`src/core/dmac_pkg.sv`:
```
// package: constants and types for the damping mode actuator control
package dmac_pkg;
    localparam int unsigned CLK_HZ        = 50_000_000;
    localparam int unsigned BLINK_MS      = 500;
    localparam int unsigned BLINK_CYC     = CLK_HZ / 1000 * BLINK_MS;
    localparam int unsigned DEBOUNCE_MS   = 10;
    localparam int unsigned DEBOUNCE_CYC  = CLK_HZ / 1000 * DEBOUNCE_MS;
    localparam int unsigned DRIVE_MAX_MS  = 2000;
    localparam int unsigned DRIVE_MAX_CYC = CLK_HZ / 1000 * DRIVE_MAX_MS;
    localparam int unsigned UNDEF_MS      = 200;
    localparam int unsigned UNDEF_CYC     = CLK_HZ / 1000 * UNDEF_MS;
    localparam int unsigned CNT_W         = 32;
    localparam int unsigned RATE_W        = 16;

    // position switch codes {switch2, switch1}
    typedef enum logic [1:0] {
        DMAC_POS_UNDEF  = 2'h0,
        DMAC_POS_SOFT   = 2'h1,
        DMAC_POS_HARD   = 2'h2,
        DMAC_POS_MEDIUM = 2'h3
    } dmac_pos_t;

    typedef struct packed {
        logic touring_lamp;
        logic mode_a_lamp;
    } dmac_lamps_t;

    typedef struct packed {
        logic medium_req;
        logic hard_req;
    } dmac_auto_req_t;

    typedef struct packed {
        logic              dir_right;
        logic [RATE_W-1:0] edge_count;
    } dmac_steer_t;
endpackage : dmac_pkg

```
`src/core/dmac_steer_decode.sv`:
```
// steering rate sensor quadrature decoder
`timescale 1ns/1ps
`default_nettype none
module dmac_steer_decode (
    input  wire logic                  clock,
    input  wire logic                  reset_n,
    input  wire logic                  clock_en,
    input  wire logic                  phase_a,
    input  wire logic                  phase_b,
    output var  dmac_pkg::dmac_steer_t steer
);
    logic [1:0] a_sync_q;
    logic [1:0] b_sync_q;
    logic       a_prev_q;
    logic       b_prev_q;
    logic       step;

    always_ff @(posedge clock or negedge reset_n) begin
        if (!reset_n) begin
            a_sync_q <= 2'h0;
            b_sync_q <= 2'h0;
        end else if (clock_en) begin
            a_sync_q <= {a_sync_q[0], phase_a};
            b_sync_q <= {b_sync_q[0], phase_b};
        end
    end

    always_ff @(posedge clock or negedge reset_n) begin
        if (!reset_n) begin
            a_prev_q <= 1'h0;
            b_prev_q <= 1'h0;
        end else if (clock_en) begin
            a_prev_q <= a_sync_q[1];
            b_prev_q <= b_sync_q[1];
        end
    end

    assign step = (a_sync_q[1] ^ a_prev_q) | (b_sync_q[1] ^ b_prev_q);

    // quarter-cycle lead of one channel sets direction; edges give rate
    always_ff @(posedge clock or negedge reset_n) begin
        if (!reset_n) begin
            steer <= '0;
        end else if (clock_en && step) begin
            steer.dir_right  <= a_prev_q ^ b_sync_q[1];
            steer.edge_count <= steer.edge_count + 16'h0001;
        end
    end
endmodule : dmac_steer_decode
`default_nettype wire

```
`src/core/dmac_control.sv`:
```
// damping mode selection, lamps and actuator position control
`timescale 1ns/1ps
`default_nettype none
module dmac_control #(
    parameter int unsigned DEBOUNCE_CYC  = dmac_pkg::DEBOUNCE_CYC,
    parameter int unsigned DRIVE_MAX_CYC = dmac_pkg::DRIVE_MAX_CYC,
    parameter int unsigned UNDEF_CYC     = dmac_pkg::UNDEF_CYC,
    parameter int unsigned BLINK_CYC     = dmac_pkg::BLINK_CYC
) (
    input  wire logic                     clock,
    input  wire logic                     reset_n,
    input  wire logic                     clock_en,
    input  wire logic                     mode_switch,
    input  wire logic                     pos_switch1,
    input  wire logic                     pos_switch2,
    input  wire logic                     steer_phase_a,
    input  wire logic                     steer_phase_b,
    input  wire dmac_pkg::dmac_auto_req_t auto_req,
    input  wire logic                     fault_clear,
    output var  dmac_pkg::dmac_lamps_t    lamps,
    output var  logic                     motor_drive,
    output var  logic                     mode_a,
    output var  dmac_pkg::dmac_pos_t      position,
    output var  logic                     fault,
    output var  dmac_pkg::dmac_steer_t    steer
);
    typedef enum logic [2:0] {
        DMAC_IDLE  = 3'h1,
        DMAC_DRIVE = 3'h2,
        DMAC_FAIL  = 3'h4
    } dmac_state_t;

    // soft, hard, medium, hard, undefined along one turn; motor turns one way
    function automatic logic pos_is(input dmac_pkg::dmac_pos_t p,
                                    input dmac_pkg::dmac_pos_t t);
        return p == t;
    endfunction : pos_is

    logic [1:0]                  msw_sync_q;
    logic [1:0]                  psw1_sync_q;
    logic [1:0]                  psw2_sync_q;
    logic                        msw_stable_q;
    logic [dmac_pkg::CNT_W-1:0]  deb_cnt_q;
    logic                        press;
    dmac_pkg::dmac_pos_t         pos_now;
    dmac_pkg::dmac_pos_t         target_q;
    dmac_pkg::dmac_pos_t         target_d;
    dmac_state_t                 state_q;
    logic [dmac_pkg::CNT_W-1:0]  drive_cnt_q;
    logic [dmac_pkg::CNT_W-1:0]  undef_cnt_q;
    logic [dmac_pkg::CNT_W-1:0]  blink_cnt_q;
    logic                        blink_q;
    logic                        timeout;
    logic                        undef_long;

    always_ff @(posedge clock or negedge reset_n) begin
        if (!reset_n) begin
            msw_sync_q  <= 2'h0;
            // reads as soft until the pins are through: no drive at start
            psw1_sync_q <= 2'h3;
            psw2_sync_q <= 2'h0;
        end else if (clock_en) begin
            msw_sync_q  <= {msw_sync_q[0], mode_switch};
            psw1_sync_q <= {psw1_sync_q[0], pos_switch1};
            psw2_sync_q <= {psw2_sync_q[0], pos_switch2};
        end
    end

    // input must hold a new level for the whole debounce time
    always_ff @(posedge clock or negedge reset_n) begin
        if (!reset_n) begin
            msw_stable_q <= 1'h0;
            deb_cnt_q    <= '0;
        end else if (clock_en) begin
            if (msw_sync_q[1] == msw_stable_q) begin
                deb_cnt_q <= '0;
            end else if (deb_cnt_q == DEBOUNCE_CYC - 1) begin
                msw_stable_q <= msw_sync_q[1];
                deb_cnt_q    <= '0;
            end else begin
                deb_cnt_q <= deb_cnt_q + 32'h1;
            end
        end
    end

    assign press = clock_en && !msw_stable_q && (msw_sync_q[1] == 1'h1)
                   && (deb_cnt_q == DEBOUNCE_CYC - 1);

    always_ff @(posedge clock or negedge reset_n) begin
        if (!reset_n) begin
            mode_a <= 1'h0;
        end else if (press) begin
            mode_a <= !mode_a;
        end
    end

    assign pos_now = dmac_pkg::dmac_pos_t'({psw2_sync_q[1], psw1_sync_q[1]});

    always_comb begin
        if (mode_a) begin
            target_d = dmac_pkg::DMAC_POS_HARD;
        end else if (auto_req.hard_req) begin
            target_d = dmac_pkg::DMAC_POS_HARD;
        end else if (auto_req.medium_req) begin
            target_d = dmac_pkg::DMAC_POS_MEDIUM;
        end else begin
            target_d = dmac_pkg::DMAC_POS_SOFT;
        end
    end

    always_ff @(posedge clock or negedge reset_n) begin
        if (!reset_n) begin
            target_q <= dmac_pkg::DMAC_POS_SOFT;
        end else if (clock_en) begin
            target_q <= target_d;
        end
    end

    assign timeout    = drive_cnt_q >= DRIVE_MAX_CYC;
    assign undef_long = undef_cnt_q >= UNDEF_CYC;

    // fault latches until cleared; motor stays off to avoid overheating
    always_ff @(posedge clock or negedge reset_n) begin
        if (!reset_n) begin
            state_q <= DMAC_IDLE;
        end else if (clock_en) begin
            unique case (state_q)
                DMAC_IDLE: begin
                    if (!pos_is(pos_now, target_q)) begin
                        state_q <= DMAC_DRIVE;
                    end
                end
                DMAC_DRIVE: begin
                    if (timeout || undef_long) begin
                        state_q <= DMAC_FAIL;
                    end else if (pos_is(pos_now, target_q)) begin
                        state_q <= DMAC_IDLE;
                    end
                end
                DMAC_FAIL: begin
                    if (fault_clear) begin
                        state_q <= DMAC_IDLE;
                    end
                end
                default: state_q <= DMAC_IDLE;
            endcase
        end
    end

    always_ff @(posedge clock or negedge reset_n) begin
        if (!reset_n) begin
            drive_cnt_q <= '0;
        end else if (clock_en) begin
            if (state_q == DMAC_DRIVE) begin
                drive_cnt_q <= drive_cnt_q + 32'h1;
            end else begin
                drive_cnt_q <= '0;
            end
        end
    end

    always_ff @(posedge clock or negedge reset_n) begin
        if (!reset_n) begin
            undef_cnt_q <= '0;
        end else if (clock_en) begin
            if (pos_now == dmac_pkg::DMAC_POS_UNDEF && !undef_long) begin
                undef_cnt_q <= undef_cnt_q + 32'h1;
            end else if (pos_now != dmac_pkg::DMAC_POS_UNDEF) begin
                undef_cnt_q <= '0;
            end
        end
    end

    // single drive line fans out to all four actuators
    assign motor_drive = (state_q == DMAC_DRIVE);
    assign fault       = (state_q == DMAC_FAIL);
    assign position    = pos_now;

    always_ff @(posedge clock or negedge reset_n) begin
        if (!reset_n) begin
            blink_cnt_q <= '0;
            blink_q     <= 1'h0;
        end else if (clock_en) begin
            if (!fault) begin
                blink_cnt_q <= '0;
                blink_q     <= 1'h1;
            end else if (blink_cnt_q == BLINK_CYC - 1) begin
                blink_cnt_q <= '0;
                blink_q     <= !blink_q;
            end else begin
                blink_cnt_q <= blink_cnt_q + 32'h1;
            end
        end
    end

    always_ff @(posedge clock or negedge reset_n) begin
        if (!reset_n) begin
            lamps <= '0;
        end else if (clock_en) begin
            if (fault) begin
                lamps.touring_lamp <= blink_q;
                lamps.mode_a_lamp  <= blink_q;
            end else begin
                lamps.touring_lamp <= !mode_a;
                lamps.mode_a_lamp  <= mode_a;
            end
        end
    end

    dmac_steer_decode u_steer (
        .clock    (clock),
        .reset_n  (reset_n),
        .clock_en (clock_en),
        .phase_a  (steer_phase_a),
        .phase_b  (steer_phase_b),
        .steer    (steer)
    );

    property p_reset_touring;
        @(posedge clock) $rose(reset_n) |-> (!mode_a && !motor_drive)
            ##1 !motor_drive [*2];
    endproperty
    a_reset_touring: assert property (p_reset_touring)
        else $error("mode or motor wrong after reset");

    property p_toggle;
        @(posedge clock) disable iff (!reset_n)
        press |=> mode_a != $past(mode_a);
    endproperty
    a_toggle: assert property (p_toggle)
        else $error("press did not toggle mode");

    property p_no_spurious;
        @(posedge clock) disable iff (!reset_n)
        !press |=> $stable(mode_a);
    endproperty
    a_no_spurious: assert property (p_no_spurious)
        else $error("mode changed without press");

    property p_stop_at_target;
        @(posedge clock) disable iff (!reset_n)
        (clock_en && motor_drive && pos_now == target_q) |=> !motor_drive;
    endproperty
    a_stop_at_target: assert property (p_stop_at_target)
        else $error("motor kept running at target");

    property p_mode_a_hard;
        @(posedge clock) disable iff (!reset_n)
        (clock_en && mode_a) |=> target_q == dmac_pkg::DMAC_POS_HARD;
    endproperty
    a_mode_a_hard: assert property (p_mode_a_hard)
        else $error("mode_a mode target not hard");

    property p_target_valid;
        @(posedge clock) disable iff (!reset_n)
        target_q != dmac_pkg::DMAC_POS_UNDEF;
    endproperty
    a_target_valid: assert property (p_target_valid)
        else $error("undefined target");

    property p_lamp_normal;
        @(posedge clock) disable iff (!reset_n)
        (clock_en && !fault) |=> lamps.mode_a_lamp == $past(mode_a)
            && lamps.touring_lamp == !$past(mode_a);
    endproperty
    a_lamp_normal: assert property (p_lamp_normal)
        else $error("lamp does not follow mode");

    property p_fault_stops;
        @(posedge clock) disable iff (!reset_n)
        (clock_en && fault && !fault_clear) |=> fault && !motor_drive;
    endproperty
    a_fault_stops: assert property (p_fault_stops)
        else $error("fault not held or motor driven during fault");

    property p_lamps_equal;
        @(posedge clock) disable iff (!reset_n)
        (clock_en && fault) ##1 (clock_en && fault)
            |=> lamps.touring_lamp == lamps.mode_a_lamp;
    endproperty
    a_lamps_equal: assert property (p_lamps_equal)
        else $error("lamps not blinking together");
endmodule : dmac_control
`default_nettype wire

```
`config.mk`:
```
export PLATFORM = sky130hd
export DESIGN_NAME = dmac_control
export DESIGN_NICKNAME = d
export VERILOG_FILES = /design/src/core/dmac_pkg.sv /design/src/core/dmac_steer_decode.sv /design/src/core/dmac_control.sv
export SDC_FILE = /design/constraint.sdc
export NUM_CORES = 1
export LEC_CHECK = 0
export ABC_AREA = 1
export CORE_AREA = 3 3 174 176
export CTS_CLUSTER_SIZE = 14
export DETAILED_ROUTE_END_ITERATION = 7
export DIE_AREA = 0 0 177 179
export DONT_BUFFER_PORTS = 1
export PLACE_DENSITY = 0.6
export SYNTH_ARGS = -nofsm -noshare
export SYNTH_HDL_FRONTEND = slang
export SYNTH_SLANG_ARGS = --single-unit
```
`constraint.sdc`:
```
create_clock -name clock -period 2.21 [get_ports clock]
set_input_delay 0.221 -clock clock [delete_from_list [all_inputs] [get_ports clock]]
set_output_delay 0.221 -clock clock [all_outputs]
set_load 0.005 [all_outputs]
```
# --- Word-level counts from Yosys, hierarchy flattened ---
# Cells that the tools add are included.
op_classes:
  div_mod_pow: 0
  n_mux: 18
  reduce_logical: 17
  shifts: 0
  magnitude_cmp: 2
  n_addsub: 5
  n_eq_ne: 11
  n_bitwise: 5
  n_mul: 0
ops:
  columns: ["op", "count"]
  rows:
  - ["2-to-1 mux 32 bit", 7]
  - ["adder 32 x 1 -> 32 bit (second input constant)", 4]
  - ["equality test 32 x 19 -> 1 bit (second input constant)", 1]
  - ["equality test 32 x 25 -> 1 bit (second input constant)", 1]
  - [">= comparator 32 x 24 -> 1 bit (second input constant)", 1]
  - [">= comparator 32 x 27 -> 1 bit (second input constant)", 1]
  - ["adder 16 x 1 -> 16 bit (second input constant)", 1]
  - ["2-to-1 mux 3 bit", 4]
  - ["case mux 3 bit (3 select lines)", 1]
  - ["2-to-1 mux 2 bit", 4]
  - ["logical AND 1 bit", 5]
  - ["zero test 1 bit", 4]
  - ["!= test 2 bit (second input constant)", 2]
  - ["AND reduction 2 bit", 2]
  - ["AND reduction 4 bit", 1]
  - ["nonzero test 2 bit", 2]
  - ["equality test 3 x 1 -> 1 bit (second input constant)", 1]
  - ["equality test 3 x 2 -> 1 bit (second input constant)", 1]
  - ["equality test 3 bit (second input constant)", 1]
  - ["!= test 3 x 1 -> 1 bit (second input constant)", 1]
  - ["AND reduction 3 bit", 1]
  - ["bitwise XOR 1 bit", 3]
  - ["equality test 2 bit", 1]
  - ["zero test 2 bit", 1]
  - ["other kinds (6)", 7]
word_totals:
  mem_bits_rw: 0
  rom_bits: 0
  word_cells: 78
  latch_bits: 0
  reg_bits: 167
  inputBits: 11
  memories: 0
  out_inout_bits: 24

# --- Logic depth before layout (Yosys ltp) ---
# Gate-level depths: netlist (run 1).
logic_depth:
  depth_word: 5
  mapped_depth: 13
  depth_no_buf: 12

# --- Cells and area by module ---
# Synthesis (run 1) repeated with hierarchy kept, for this count alone.
unflattened:
  cells_unflattened: 1482
  area_unflattened_um2: 10452.5
by_module_without_submodules:
  columns: ["mod", "cells_each", "n_inst", "area_each_um2", "seq_area_each_um2"]
  rows:
  - ["dmac_control", 1307, 1, 9140.0, 3608.5]
  - ["dmac_steer_decode", 175, 1, 1312.5, 575.6]

# --- Least setup slack after synthesis (run 1) ---
# OpenSTA, ideal clock, no wires.
synth_timing:
  path_type: "register to register"
  start: "reg blink_cnt_q[1] (netlist name)"
  end: "reg blink_cnt_q[9] (netlist name)"
  arrival_ns: 1.464
  synth_period_minus_slack_ns: 1.585
  t_required_ns: 2.089
  setup_time_ns: 0.121
  path_slack_ns: 0.625
  n_path_buf: 1
  stages_incl_launch_ff: 12
  cell_sequence: "dfrtp_1 ha_1 nand2_1 nor2_1 nand4_1 nor3_2 nand2_1 nand2_2 nand2_2 inv_2 buf_4 nor2_1"
synth_via:
  elab_chain_cells: 3
  elab_cells_between_ends: 4
  cone_classes: "1 x add/sub; 1 x eq/ne; 2 x mux"
synth_lines:
  columns: ["element", "line", "text"]
  rows:
  - ["from (decl)", "dmac_control.sv:51", "logic [dmac_pkg::CNT_W-1:0] blink_cnt_q;"]
  - ["from (signal assigned)", "dmac_control.sv:191", "blink_cnt_q <= blink_cnt_q + 32'h1;"]
  - ["adder 32 x 1 -> 32 bit or equality test 32 x 25 -> 1 bit (tied branches)", "dmac_control.sv:191, dmac_control.sv:187", null]
  - ["2-to-1 mux 32 bit (*)", "dmac_control.sv:187", "end else if (blink_cnt_q == BLINK_CYC - 1) begin"]
  - ["2-to-1 mux 32 bit (*)", "dmac_control.sv:184", "if (!fault) begin"]
# Mark *: on every way between the ends. The rest lies on a longest branch, timed or not.
# A chain may end at the register's enable or synchronous reset.

# --- Worst setup path after layout (run 1) ---
layout_timing:
  start: "reg blink_cnt_q[1] (netlist name)"
  end: "reg blink_cnt_q[27] (netlist name)"
# Same word-level chain as after synthesis.

==> results of run 1 <==
-- through the flow --
stage	worst slack [ps]	hold slack, ps	total power, mW	util
3_3_place_gp	318	-57.2	3.96	0.363
5_1_grt	40.0	-527	7.69	0.390
4_1_cts	196	-524	7.47	0.390
6_report	213	-498	7.38	0.390
3_5_place_dp	213	-58.4	3.97	0.363
2_1_floorplan	625	-74.6	3.82	-
-- critical path, stage by stage (launching register included) --
cell     delay (ps)
dfrtp_1         400
ha_1            210
nand2_1          90
nor2_1          170
nand4_1         120
nor3_2          120
nand2_1         110
nand2_2          80
nand2_2         120
inv_2           340
nor2_1          110
-- metal layers --
metal	vias up	GRT usage
li1	4543	-
met1	4233	0.227
met2	178	0.265
met3	16	0.0345
met4	0	0.0367
met5	-	0
-- cell type report --
type                            instances  area share
Clock buffer                           19      0.0404
Timing Repair Buffer                   17      0.0161
Inverter                              172      0.0578
Multi-Input combinational cell       1028       0.451
Tap cell                              384      0.0428
Sequential cell                       167       0.373
Clock inverter                         13      0.0193
-- where the power goes --
group / total [mW] / switching, mW / internal [mW]
combinational: 0.579 / 0.389 / 0.190
clock: 3.43 / 1.34 / 2.09
sequential: 3.37 / 0.175 / 3.20
-- kinds of logic (layout without fill, tap and decap cells) --
family          Yosys count  count (layout)  synth area share
buf+inv                 203             221            0.0828
fa+ha+maj                 7               7           0.00869
simple gates            826             826             0.366
flops                   167             167             0.415
compound gates          136             136            0.0756
xor+xnor                 59              59            0.0513
-- how the worst max path moves through the flow --
stage,end
global placement,blink_q
global route,blink_cnt_q[11]
finish,blink_cnt_q[27]
floorplan,blink_cnt_q[9]
CTS,blink_cnt_q[27]
detailed placement,blink_cnt_q[27]
-- synth_stat cells (2+ instances only) --
| cell type | number |
|---|---|
| nand2_1 | 364 |
| nor2_1 | 180 |
| inv_1 | 166 |
| dfrtp_1 | 163 |
| nand3_1 | 97 |
| o21ai_0 | 82 |
| nand4_1 | 67 |
| nor3_1 | 66 |
| xor2_1 | 43 |
| a21oi_1 | 23 |
| xnor2_1 | 16 |
| nor2_2 | 13 |
| clkbuf_1 | 10 |
| buf_2 | 9 |
| ha_1 | 7 |
| buf_6 | 6 |
| nand2_2 | 6 |
| nor3_2 | 6 |
| o21ai_1 | 6 |
| o21ai_2 | 6 |
| inv_2 | 5 |
| nor3b_1 | 5 |
| o22ai_1 | 5 |
| and3_1 | 4 |
| dfstp_2 | 4 |
| nor4_1 | 4 |
| a31oi_1 | 3 |
| buf_4 | 3 |
| nand3b_1 | 3 |
| o31ai_1 | 3 |
| a22oi_1 | 2 |
| clkbuf_2 | 2 |
| nand2_4 | 2 |
| nand3_2 | 2 |
| nor2_4 | 2 |
| nor3b_2 | 2 |
-- flip-flops by register name, indices dropped and copies added, names as in the netlist, 3 cells and up --
| name | count |
|---|---|
| blink_cnt_q | 32 |
| deb_cnt_q | 32 |
| drive_cnt_q | 32 |
| state_q | 3 |
| u_steer.steer | 17 |
| undef_cnt_q | 32 |
==> report_table.html, run 1 <==
<table>
<tr><th>Metric</th><th>Value</th></tr>
<tr><th colspan="2">Critical path</th></tr>
<tr><td>Worst flop-to-flop path startpoint</td><td>blink_cnt_q[1]</td></tr>
<tr><td>Launch point of the worst path</td><td>blink_cnt_q[1]</td></tr>
<tr><td>Worst path arrival time</td><td>2300 ps</td></tr>
<tr><td>Crit path kind</td><td>register to register</td></tr>
<tr><td>Worst Setup Start Kind</td><td>register</td></tr>
<tr><td>Reg-to-reg setup timing slack</td><td>210 ps</td></tr>
<tr><td>CP Data Required Time</td><td>2510 ps</td></tr>
<tr><td>Reg-to-reg critical path endpoint</td><td>blink_cnt_q[27]</td></tr>
<tr><td>CP endpoint kind</td><td>register</td></tr>
<tr><td>Largest fanout on the critical path</td><td>20</td></tr>
<tr><td>Cells on worst reg2reg path</td><td>10</td></tr>
<tr><th colspan="2">Drt</th></tr>
<tr><td>Total via count after detailed routing</td><td>8970</td></tr>
<tr><td>Sum of routed wire segments on met1</td><td>12300 µm</td></tr>
<tr><td>DRC marker count from the first detailed-route iteration</td><td>600</td></tr>
<tr><td>Ratio of routed vias to standard cells</td><td>4.98</td></tr>
<tr><td>First-pass DRT Iterations</td><td>5</td></tr>
<tr><td>Routed wire length</td><td>25300 µm</td></tr>
<tr><td>Antenna-violating nets left</td><td>0</td></tr>
<tr><td>WL/cell</td><td>14.1 µm</td></tr>
<tr><td>DR WL met3</td><td>1110 µm</td></tr>
<tr><td>DR DRC count</td><td>0</td></tr>
<tr><td>Top routing layer used</td><td>met4</td></tr>
<tr><td>Routed wire length on met2</td><td>11700 µm</td></tr>
<tr><th colspan="2">Timing</th></tr>
<tr><td>Worst-case headroom to the max-slew limit</td><td>0.656</td></tr>
<tr><td>Max Freq</td><td>0.501 GHz</td></tr>
<tr><td>Number of failing setup endpoints in the final timing report</td><td>0</td></tr>
<tr><td>Total negative setup slack</td><td>0 ps</td></tr>
<tr><td>Final Slew Violations</td><td>0</td></tr>
<tr><td>Max Clock Skew</td><td>12.7 ps</td></tr>
<tr><td>Number of hold-slack violations in the final timing report</td><td>167</td></tr>
<tr><td>Worst hold margin</td><td>-498 ps</td></tr>
<tr><td>Shortest clock period the worst path allows after layout</td><td>2000 ps</td></tr>
<tr><td>Setup repair after global routing missed its margin</td><td>false</td></tr>
<tr><td>Worst Tran Pin Value</td><td>512 ps</td></tr>
<tr><td>Period Utilization, post-route</td><td>0.904</td></tr>
<tr><th colspan="2">Power and ir drop</th></tr>
<tr><td>P_leak</td><td>4.76 nW</td></tr>
<tr><td>Ratio of total power to cell area</td><td>658 nW/µm²</td></tr>
<tr><td>Peak supply drop</td><td>0.480 mV</td></tr>
<tr><th colspan="2">Synth</th></tr>
<tr><td>EDFF count, synth</td><td>0</td></tr>
<tr><td>Total nets after synthesis</td><td>1416</td></tr>
<tr><td>Top area cells in the synthesized netlist</td><td>dfrtp_1, nand2_1, nor2_1</td></tr>
<tr><td>Cell taking the most area after synthesis</td><td>dfrtp_1</td></tr>
<tr><td>Cell area after technology mapping</td><td>10100 µm²</td></tr>
<tr><td>Count of mapped cells out of synthesis</td><td>1398</td></tr>
<tr><td>Sequential share of the synthesized area</td><td>0.415</td></tr>
<tr><td>Main synth FF type</td><td>dfrtp_1</td></tr>
<tr><td>Number of storage elements in the synthesis netlist</td><td>167</td></tr>
<tr><td>Async S/R FF share, synth</td><td>1.00</td></tr>
<tr><td>Synth unique cells</td><td>47</td></tr>
<tr><td>Synth Warn #</td><td>0</td></tr>
<tr><td>Portion of synthesized cell area occupied by the leading cell type</td><td>0.405</td></tr>
<tr><td>Mean Syn Cell Area</td><td>7.21 µm²</td></tr>
<tr><th colspan="2">Placed design</th></tr>
<tr><td>Gp weighted congestion</td><td>0.880</td></tr>
<tr><td>Number of placed instances, taps included</td><td>1759</td></tr>
<tr><td>Placement-stage cell area</td><td>10400 µm²</td></tr>
<tr><td>Count of buffers from port buffering</td><td>0</td></tr>
<tr><td>Estimated wirelength of the detail-placed design</td><td>17600 µm</td></tr>
<tr><th colspan="2">Floorplan</th></tr>
<tr><td>Starting density of the core</td><td>0.350</td></tr>
<tr><td>Die area</td><td>31700 µm²</td></tr>
<tr><td>Die height</td><td>179 µm</td></tr>
<tr><td>Boundary Pins</td><td>35</td></tr>
<tr><td>Core box area</td><td>28800 µm²</td></tr>
<tr><td>Site Rows</td><td>62</td></tr>
<tr><td>Die Wd</td><td>177 µm</td></tr>
<tr><th colspan="2">Global route</th></tr>
<tr><td>Remaining Overflow, GRT</td><td>0</td></tr>
<tr><td>Global Route Usage Sum</td><td>0.164</td></tr>
<tr><td>Number of antenna violations at the first check in global routing</td><td>0</td></tr>
<tr><td>Global-route wire length before repair</td><td>42800 µm</td></tr>
<tr><td>Number of global-route vias before repair</td><td>8600</td></tr>
<tr><td>Maximum number of pins on one net before global-route repair</td><td>168</td></tr>
<tr><th colspan="2">Finish</th></tr>
<tr><td>Commonest cells after routing, fill and taps aside</td><td>nand2_1, nor2_1, inv_1</td></tr>
<tr><td>Most common cell after layout, fill and taps aside</td><td>nand2_1</td></tr>
<tr><td>Count of filler cells inserted in the layout</td><td>2983</td></tr>
<tr><td>Post-route cell area</td><td>11200 µm²</td></tr>
<tr><td>Total area of sequential cells</td><td>4180 µm²</td></tr>
<tr><td>Share of final-layout standard cells stronger than drive strength 1</td><td>0.0678</td></tr>
<tr><td>Final Instance Count excl. Fillers</td><td>1800</td></tr>
<tr><td>Antenna Diode Count</td><td>0</td></tr>
<tr><td>Post-synthesis to final-layout area growth</td><td>11.3%</td></tr>
<tr><td>Fin nets</td><td>1421</td></tr>
<tr><td>Combined area of the multi-input logic cells</td><td>5060 µm²</td></tr>
<tr><th colspan="2">Clocking</th></tr>
<tr><td>Number of buffers inserted by post-CTS setup repair</td><td>0</td></tr>
<tr><td>Resized Gates After CTS</td><td>0</td></tr>
<tr><td>Worst skew pair latency</td><td>440 ps</td></tr>
<tr><td>Clock tree from TritonCTS</td><td>done</td></tr>
<tr><td>Number of H-tree branching levels</td><td>4</td></tr>
<tr><td>Longest Clk Path Bufs</td><td>2</td></tr>
<tr><td>Number of clock buffers inserted by TritonCTS</td><td>17</td></tr>
<tr><td>Total number of clock tree sinks</td><td>167</td></tr>
<tr><td>Number of buffers added to fix hold violations after cts</td><td>9</td></tr>
<tr><td>Post-CTS clock slew at the launch and capture registers of the worst setup and hold paths</td><td>70 ps</td></tr>
<tr><td>CTS root buf</td><td>clkbuf_16</td></tr>
<tr><th colspan="2">Run</th></tr>
<tr><td>Number of max-cap violations</td><td>0</td></tr>
<tr><th colspan="2">Status</th></tr>
<tr><td>Status</td><td>finished with violations</td></tr>
<tr><td>Failing checks</td><td>hold timing</td></tr>
<tr><th colspan="2">Worst hold path</th></tr>
<tr><td>Min-Delay Path Class</td><td>input pin to async pin</td></tr>
</table>
No activity file was read; power rests on OpenSTA's default activity.
==> inputs of run 2 (changes only) <==
--- a/config.mk
+++ b/config.mk
@@ -12,6 +12,7 @@
 export DIE_AREA = 0 0 177 179
 export DONT_BUFFER_PORTS = 1
 export PLACE_DENSITY = 0.6
+export RECOVER_POWER = 50
 export SYNTH_ARGS = -nofsm -noshare
 export SYNTH_HDL_FRONTEND = slang
 export SYNTH_SLANG_ARGS = --single-unit
==> run 2 against run 1 <==
  * Utilization hardly changed
  * Sequential share of layout area hardly changed
  * Non-clock buffer count stayed put
  * Sequential cell count stayed put
  * Clock skew hardly changed
  * Total power hardly changed
  * Combinational power hardly changed
  * Maximum frequency hardly changed
  * The flow still finishes with violations (hold timing)
  * Sequential power hardly changed
==> report_table.html, run 2 (synthesis results as in run 1) <==
<table>
<tr><th>Metric</th><th>Value</th></tr>
<tr><th colspan="2">Drt</th></tr>
<tr><td>First-pass DRT Iterations</td><td>5 (unchanged)</td></tr>
<tr><td>Routed wire length</td><td>25300 µm (about the same)</td></tr>
<tr><td>Ratio of routed vias to standard cells</td><td>4.98 (about the same)</td></tr>
<tr><td>Total via count after detailed routing</td><td>8971 (+0.011%)</td></tr>
<tr><td>Antenna-violating nets left</td><td>0 (unchanged)</td></tr>
<tr><td>WL/cell</td><td>14.1 µm (about the same)</td></tr>
<tr><td>DRC marker count from the first detailed-route iteration</td><td>600 (unchanged)</td></tr>
<tr><td>DR DRC count</td><td>0 (unchanged)</td></tr>
<tr><th colspan="2">Critical path</th></tr>
<tr><td>Reg-to-reg critical path endpoint</td><td>blink_cnt_q[27]</td></tr>
<tr><td>Largest fanout on the critical path</td><td>20 (unchanged)</td></tr>
<tr><td>Worst path arrival time</td><td>2300 ps (about the same)</td></tr>
<tr><td>Cells on worst reg2reg path</td><td>10 (unchanged)</td></tr>
<tr><td>CP Data Required Time</td><td>2510 ps (about the same)</td></tr>
<tr><td>CP endpoint kind</td><td>register</td></tr>
<tr><td>Reg-to-reg setup timing slack</td><td>210 ps (about the same)</td></tr>
<tr><td>Crit path kind</td><td>register to register</td></tr>
<tr><td>Worst flop-to-flop path startpoint</td><td>blink_cnt_q[1]</td></tr>
<tr><td>Worst Setup Start Kind</td><td>register</td></tr>
<tr><th colspan="2">Floorplan</th></tr>
<tr><td>Site Rows</td><td>62 (unchanged)</td></tr>
<tr><td>Die height</td><td>179 µm (unchanged)</td></tr>
<tr><td>Die Wd</td><td>177 µm (unchanged)</td></tr>
<tr><td>Core box area</td><td>28800 µm² (unchanged)</td></tr>
<tr><td>Boundary Pins</td><td>35 (unchanged)</td></tr>
<tr><td>Starting density of the core</td><td>0.350 (unchanged)</td></tr>
<tr><td>Die area</td><td>31700 µm² (unchanged)</td></tr>
<tr><th colspan="2">Clocking</th></tr>
<tr><td>Clock tree from TritonCTS</td><td>done</td></tr>
<tr><td>Number of buffers inserted by post-CTS setup repair</td><td>0 (unchanged)</td></tr>
<tr><td>Longest Clk Path Bufs</td><td>2 (unchanged)</td></tr>
<tr><td>Worst skew pair latency</td><td>440 ps (about the same)</td></tr>
<tr><td>Number of buffers added to fix hold violations after cts</td><td>9 (unchanged)</td></tr>
<tr><td>CTS root buf</td><td>clkbuf_16</td></tr>
<tr><td>Resized Gates After CTS</td><td>0 (unchanged)</td></tr>
<tr><td>Total number of clock tree sinks</td><td>167 (unchanged)</td></tr>
<tr><td>Number of H-tree branching levels</td><td>4 (unchanged)</td></tr>
<tr><td>Number of clock buffers inserted by TritonCTS</td><td>17 (unchanged)</td></tr>
<tr><td>Post-CTS clock slew at the launch and capture registers of the worst setup and hold paths</td><td>70 ps (about the same)</td></tr>
<tr><th colspan="2">Timing</th></tr>
<tr><td>Period Utilization, post-route</td><td>0.903 (about the same)</td></tr>
<tr><td>Worst-case headroom to the max-slew limit</td><td>0.467 (-0.189)</td></tr>
<tr><td>Number of failing setup endpoints in the final timing report</td><td>0 (unchanged)</td></tr>
<tr><td>Max Clock Skew</td><td>12.5 ps (-0.204 ps)</td></tr>
<tr><td>Total negative setup slack</td><td>0 ps (unchanged)</td></tr>
<tr><td>Worst Tran Pin Value</td><td>800 ps (+287 ps)</td></tr>
<tr><td>Worst hold margin</td><td>-498 ps (+0.0450 ps)</td></tr>
<tr><td>Max Freq</td><td>0.501 GHz (about the same)</td></tr>
<tr><td>Final Slew Violations</td><td>0 (unchanged)</td></tr>
<tr><td>Number of hold-slack violations in the final timing report</td><td>167 (unchanged)</td></tr>
<tr><td>Setup repair after global routing missed its margin</td><td>false</td></tr>
<tr><td>Shortest clock period the worst path allows after layout</td><td>2000 ps (-1.01 ps)</td></tr>
<tr><th colspan="2">Global route</th></tr>
<tr><td>Number of global-route vias before repair</td><td>8600 (unchanged)</td></tr>
<tr><td>Remaining Overflow, GRT</td><td>0 (unchanged)</td></tr>
<tr><td>Global-route wire length before repair</td><td>42800 µm (unchanged)</td></tr>
<tr><td>Number of antenna violations at the first check in global routing</td><td>0 (unchanged)</td></tr>
<tr><td>Global Route Usage Sum</td><td>0.164 (unchanged)</td></tr>
<tr><td>Maximum number of pins on one net before global-route repair</td><td>168 (unchanged)</td></tr>
<tr><th colspan="2">Finish</th></tr>
<tr><td>Post-synthesis to final-layout area growth</td><td>11.3% (about the same)</td></tr>
<tr><td>Commonest cells after routing, fill and taps aside</td><td>nand2_1, nor2_1, inv_1</td></tr>
<tr><td>Most common cell after layout, fill and taps aside</td><td>nand2_1</td></tr>
<tr><td>Share of final-layout standard cells stronger than drive strength 1</td><td>0.0657 (-0.00212)</td></tr>
<tr><td>Antenna Diode Count</td><td>0 (unchanged)</td></tr>
<tr><td>Fin nets</td><td>1421 (unchanged)</td></tr>
<tr><td>Final Instance Count excl. Fillers</td><td>1800 (unchanged)</td></tr>
<tr><th colspan="2">Status</th></tr>
<tr><td>Failing checks</td><td>hold timing</td></tr>
<tr><td>Status</td><td>finished with violations</td></tr>
<tr><th colspan="2">Placed design</th></tr>
<tr><td>Count of buffers from port buffering</td><td>0 (unchanged)</td></tr>
<tr><td>Estimated wirelength of the detail-placed design</td><td>17600 µm (unchanged)</td></tr>
<tr><td>Number of placed instances, taps included</td><td>1759 (unchanged)</td></tr>
<tr><td>Gp weighted congestion</td><td>0.880 (unchanged)</td></tr>
<tr><th colspan="2">Run</th></tr>
<tr><td>Number of max-cap violations</td><td>0 (unchanged)</td></tr>
<tr><th colspan="2">Power and ir drop</th></tr>
<tr><td>Peak supply drop</td><td>0.480 mV (about the same)</td></tr>
<tr><td>Overall power after layout</td><td>7.38 mW (about the same)</td></tr>
<tr><td>Ratio of total power to cell area</td><td>658 nW/µm² (about the same)</td></tr>
<tr><td>P_leak</td><td>4.76 nW (about the same)</td></tr>
<tr><th colspan="2">Worst hold path</th></tr>
<tr><td>Min-Delay Path Class</td><td>input pin to async pin</td></tr>
</table>
run 2: changes by cell type in the layout (fill, tap and decap cells not counted), sizes merged:
| cell | delta |
|---|---|
| buf | -1 |
| clkbuf | +1 |
run 2: how the worst max path moves through the flow:
stage,depth (start not counted),slack (ps),end,from
6_report,10,210,blink_cnt_q[27],blink_cnt_q[1]
5_1_grt,10,40,blink_cnt_q[11],blink_cnt_q[1]
4_1_cts,10,200,blink_cnt_q[27],blink_cnt_q[1]
3_5_place_dp,10,210,blink_cnt_q[27],blink_cnt_q[1]
3_3_place_gp,11,320,blink_q,blink_cnt_q[1]
2_1_floorplan,11,620,blink_cnt_q[9],blink_cnt_q[1]
run 2: through the flow:
stage | instance area (µm²) | utilization | hold WS, ps | setup WS (ps)
final | 11200 | 0.390 | -498 | 214
after global routing | 11200 | 0.390 | -527 | 40.0
after CTS | 11200 | 0.390 | -524 | 196
after detailed placement | 10400 | 0.363 | -58.4 | 213
after global placement | 10400 | 0.363 | -57.2 | 318
after floorplan | 10100 | - | -74.6 | 625
run 2: layer usage:
| layer | part of all wire | wire length (µm) | global-route usage | vias to the layer above |
|---|---|---|---|---|
| li1 | - | - | - | 4543 |
| met1 | 0.48 | 12300 | 0.227 | 4236 |
| met2 | 0.46 | 11700 | 0.265 | 178 |
| met3 | 0.043 | 1090 | 0.0345 | 14 |
| met4 | 0.0094 | 238 | 0.0367 | 0 |
| met5 | 0 | 0 | 0 | - |
run 2: cell type report:
cell class	count	area [µm²]
Timing Repair Buffer	17	176
Tap cell	384	480
Fill cell	2983	17600
Multi-Input combinational cell	1028	5060
Clock inverter	13	216
Inverter	172	648
Sequential cell	167	4180
Clock buffer	19	453
run 2: critical path, stage by stage (launching register included):
cell and delay [ps]:
dfrtp_1 400, ha_1 210, nand2_1 90, nor2_1 170, nand4_1 120, nor3_2 120
nand2_1 110, nand2_2 80, nand2_2 120, inv_2 340, nor2_1 110
run 2: report_power, final:
group | internal (mW) | total (mW) | switching [mW]
Clock | 2.09 | 3.43 | 1.34
Combinational | 0.189 | 0.578 | 0.389
Sequential | 3.20 | 3.37 | 0.175
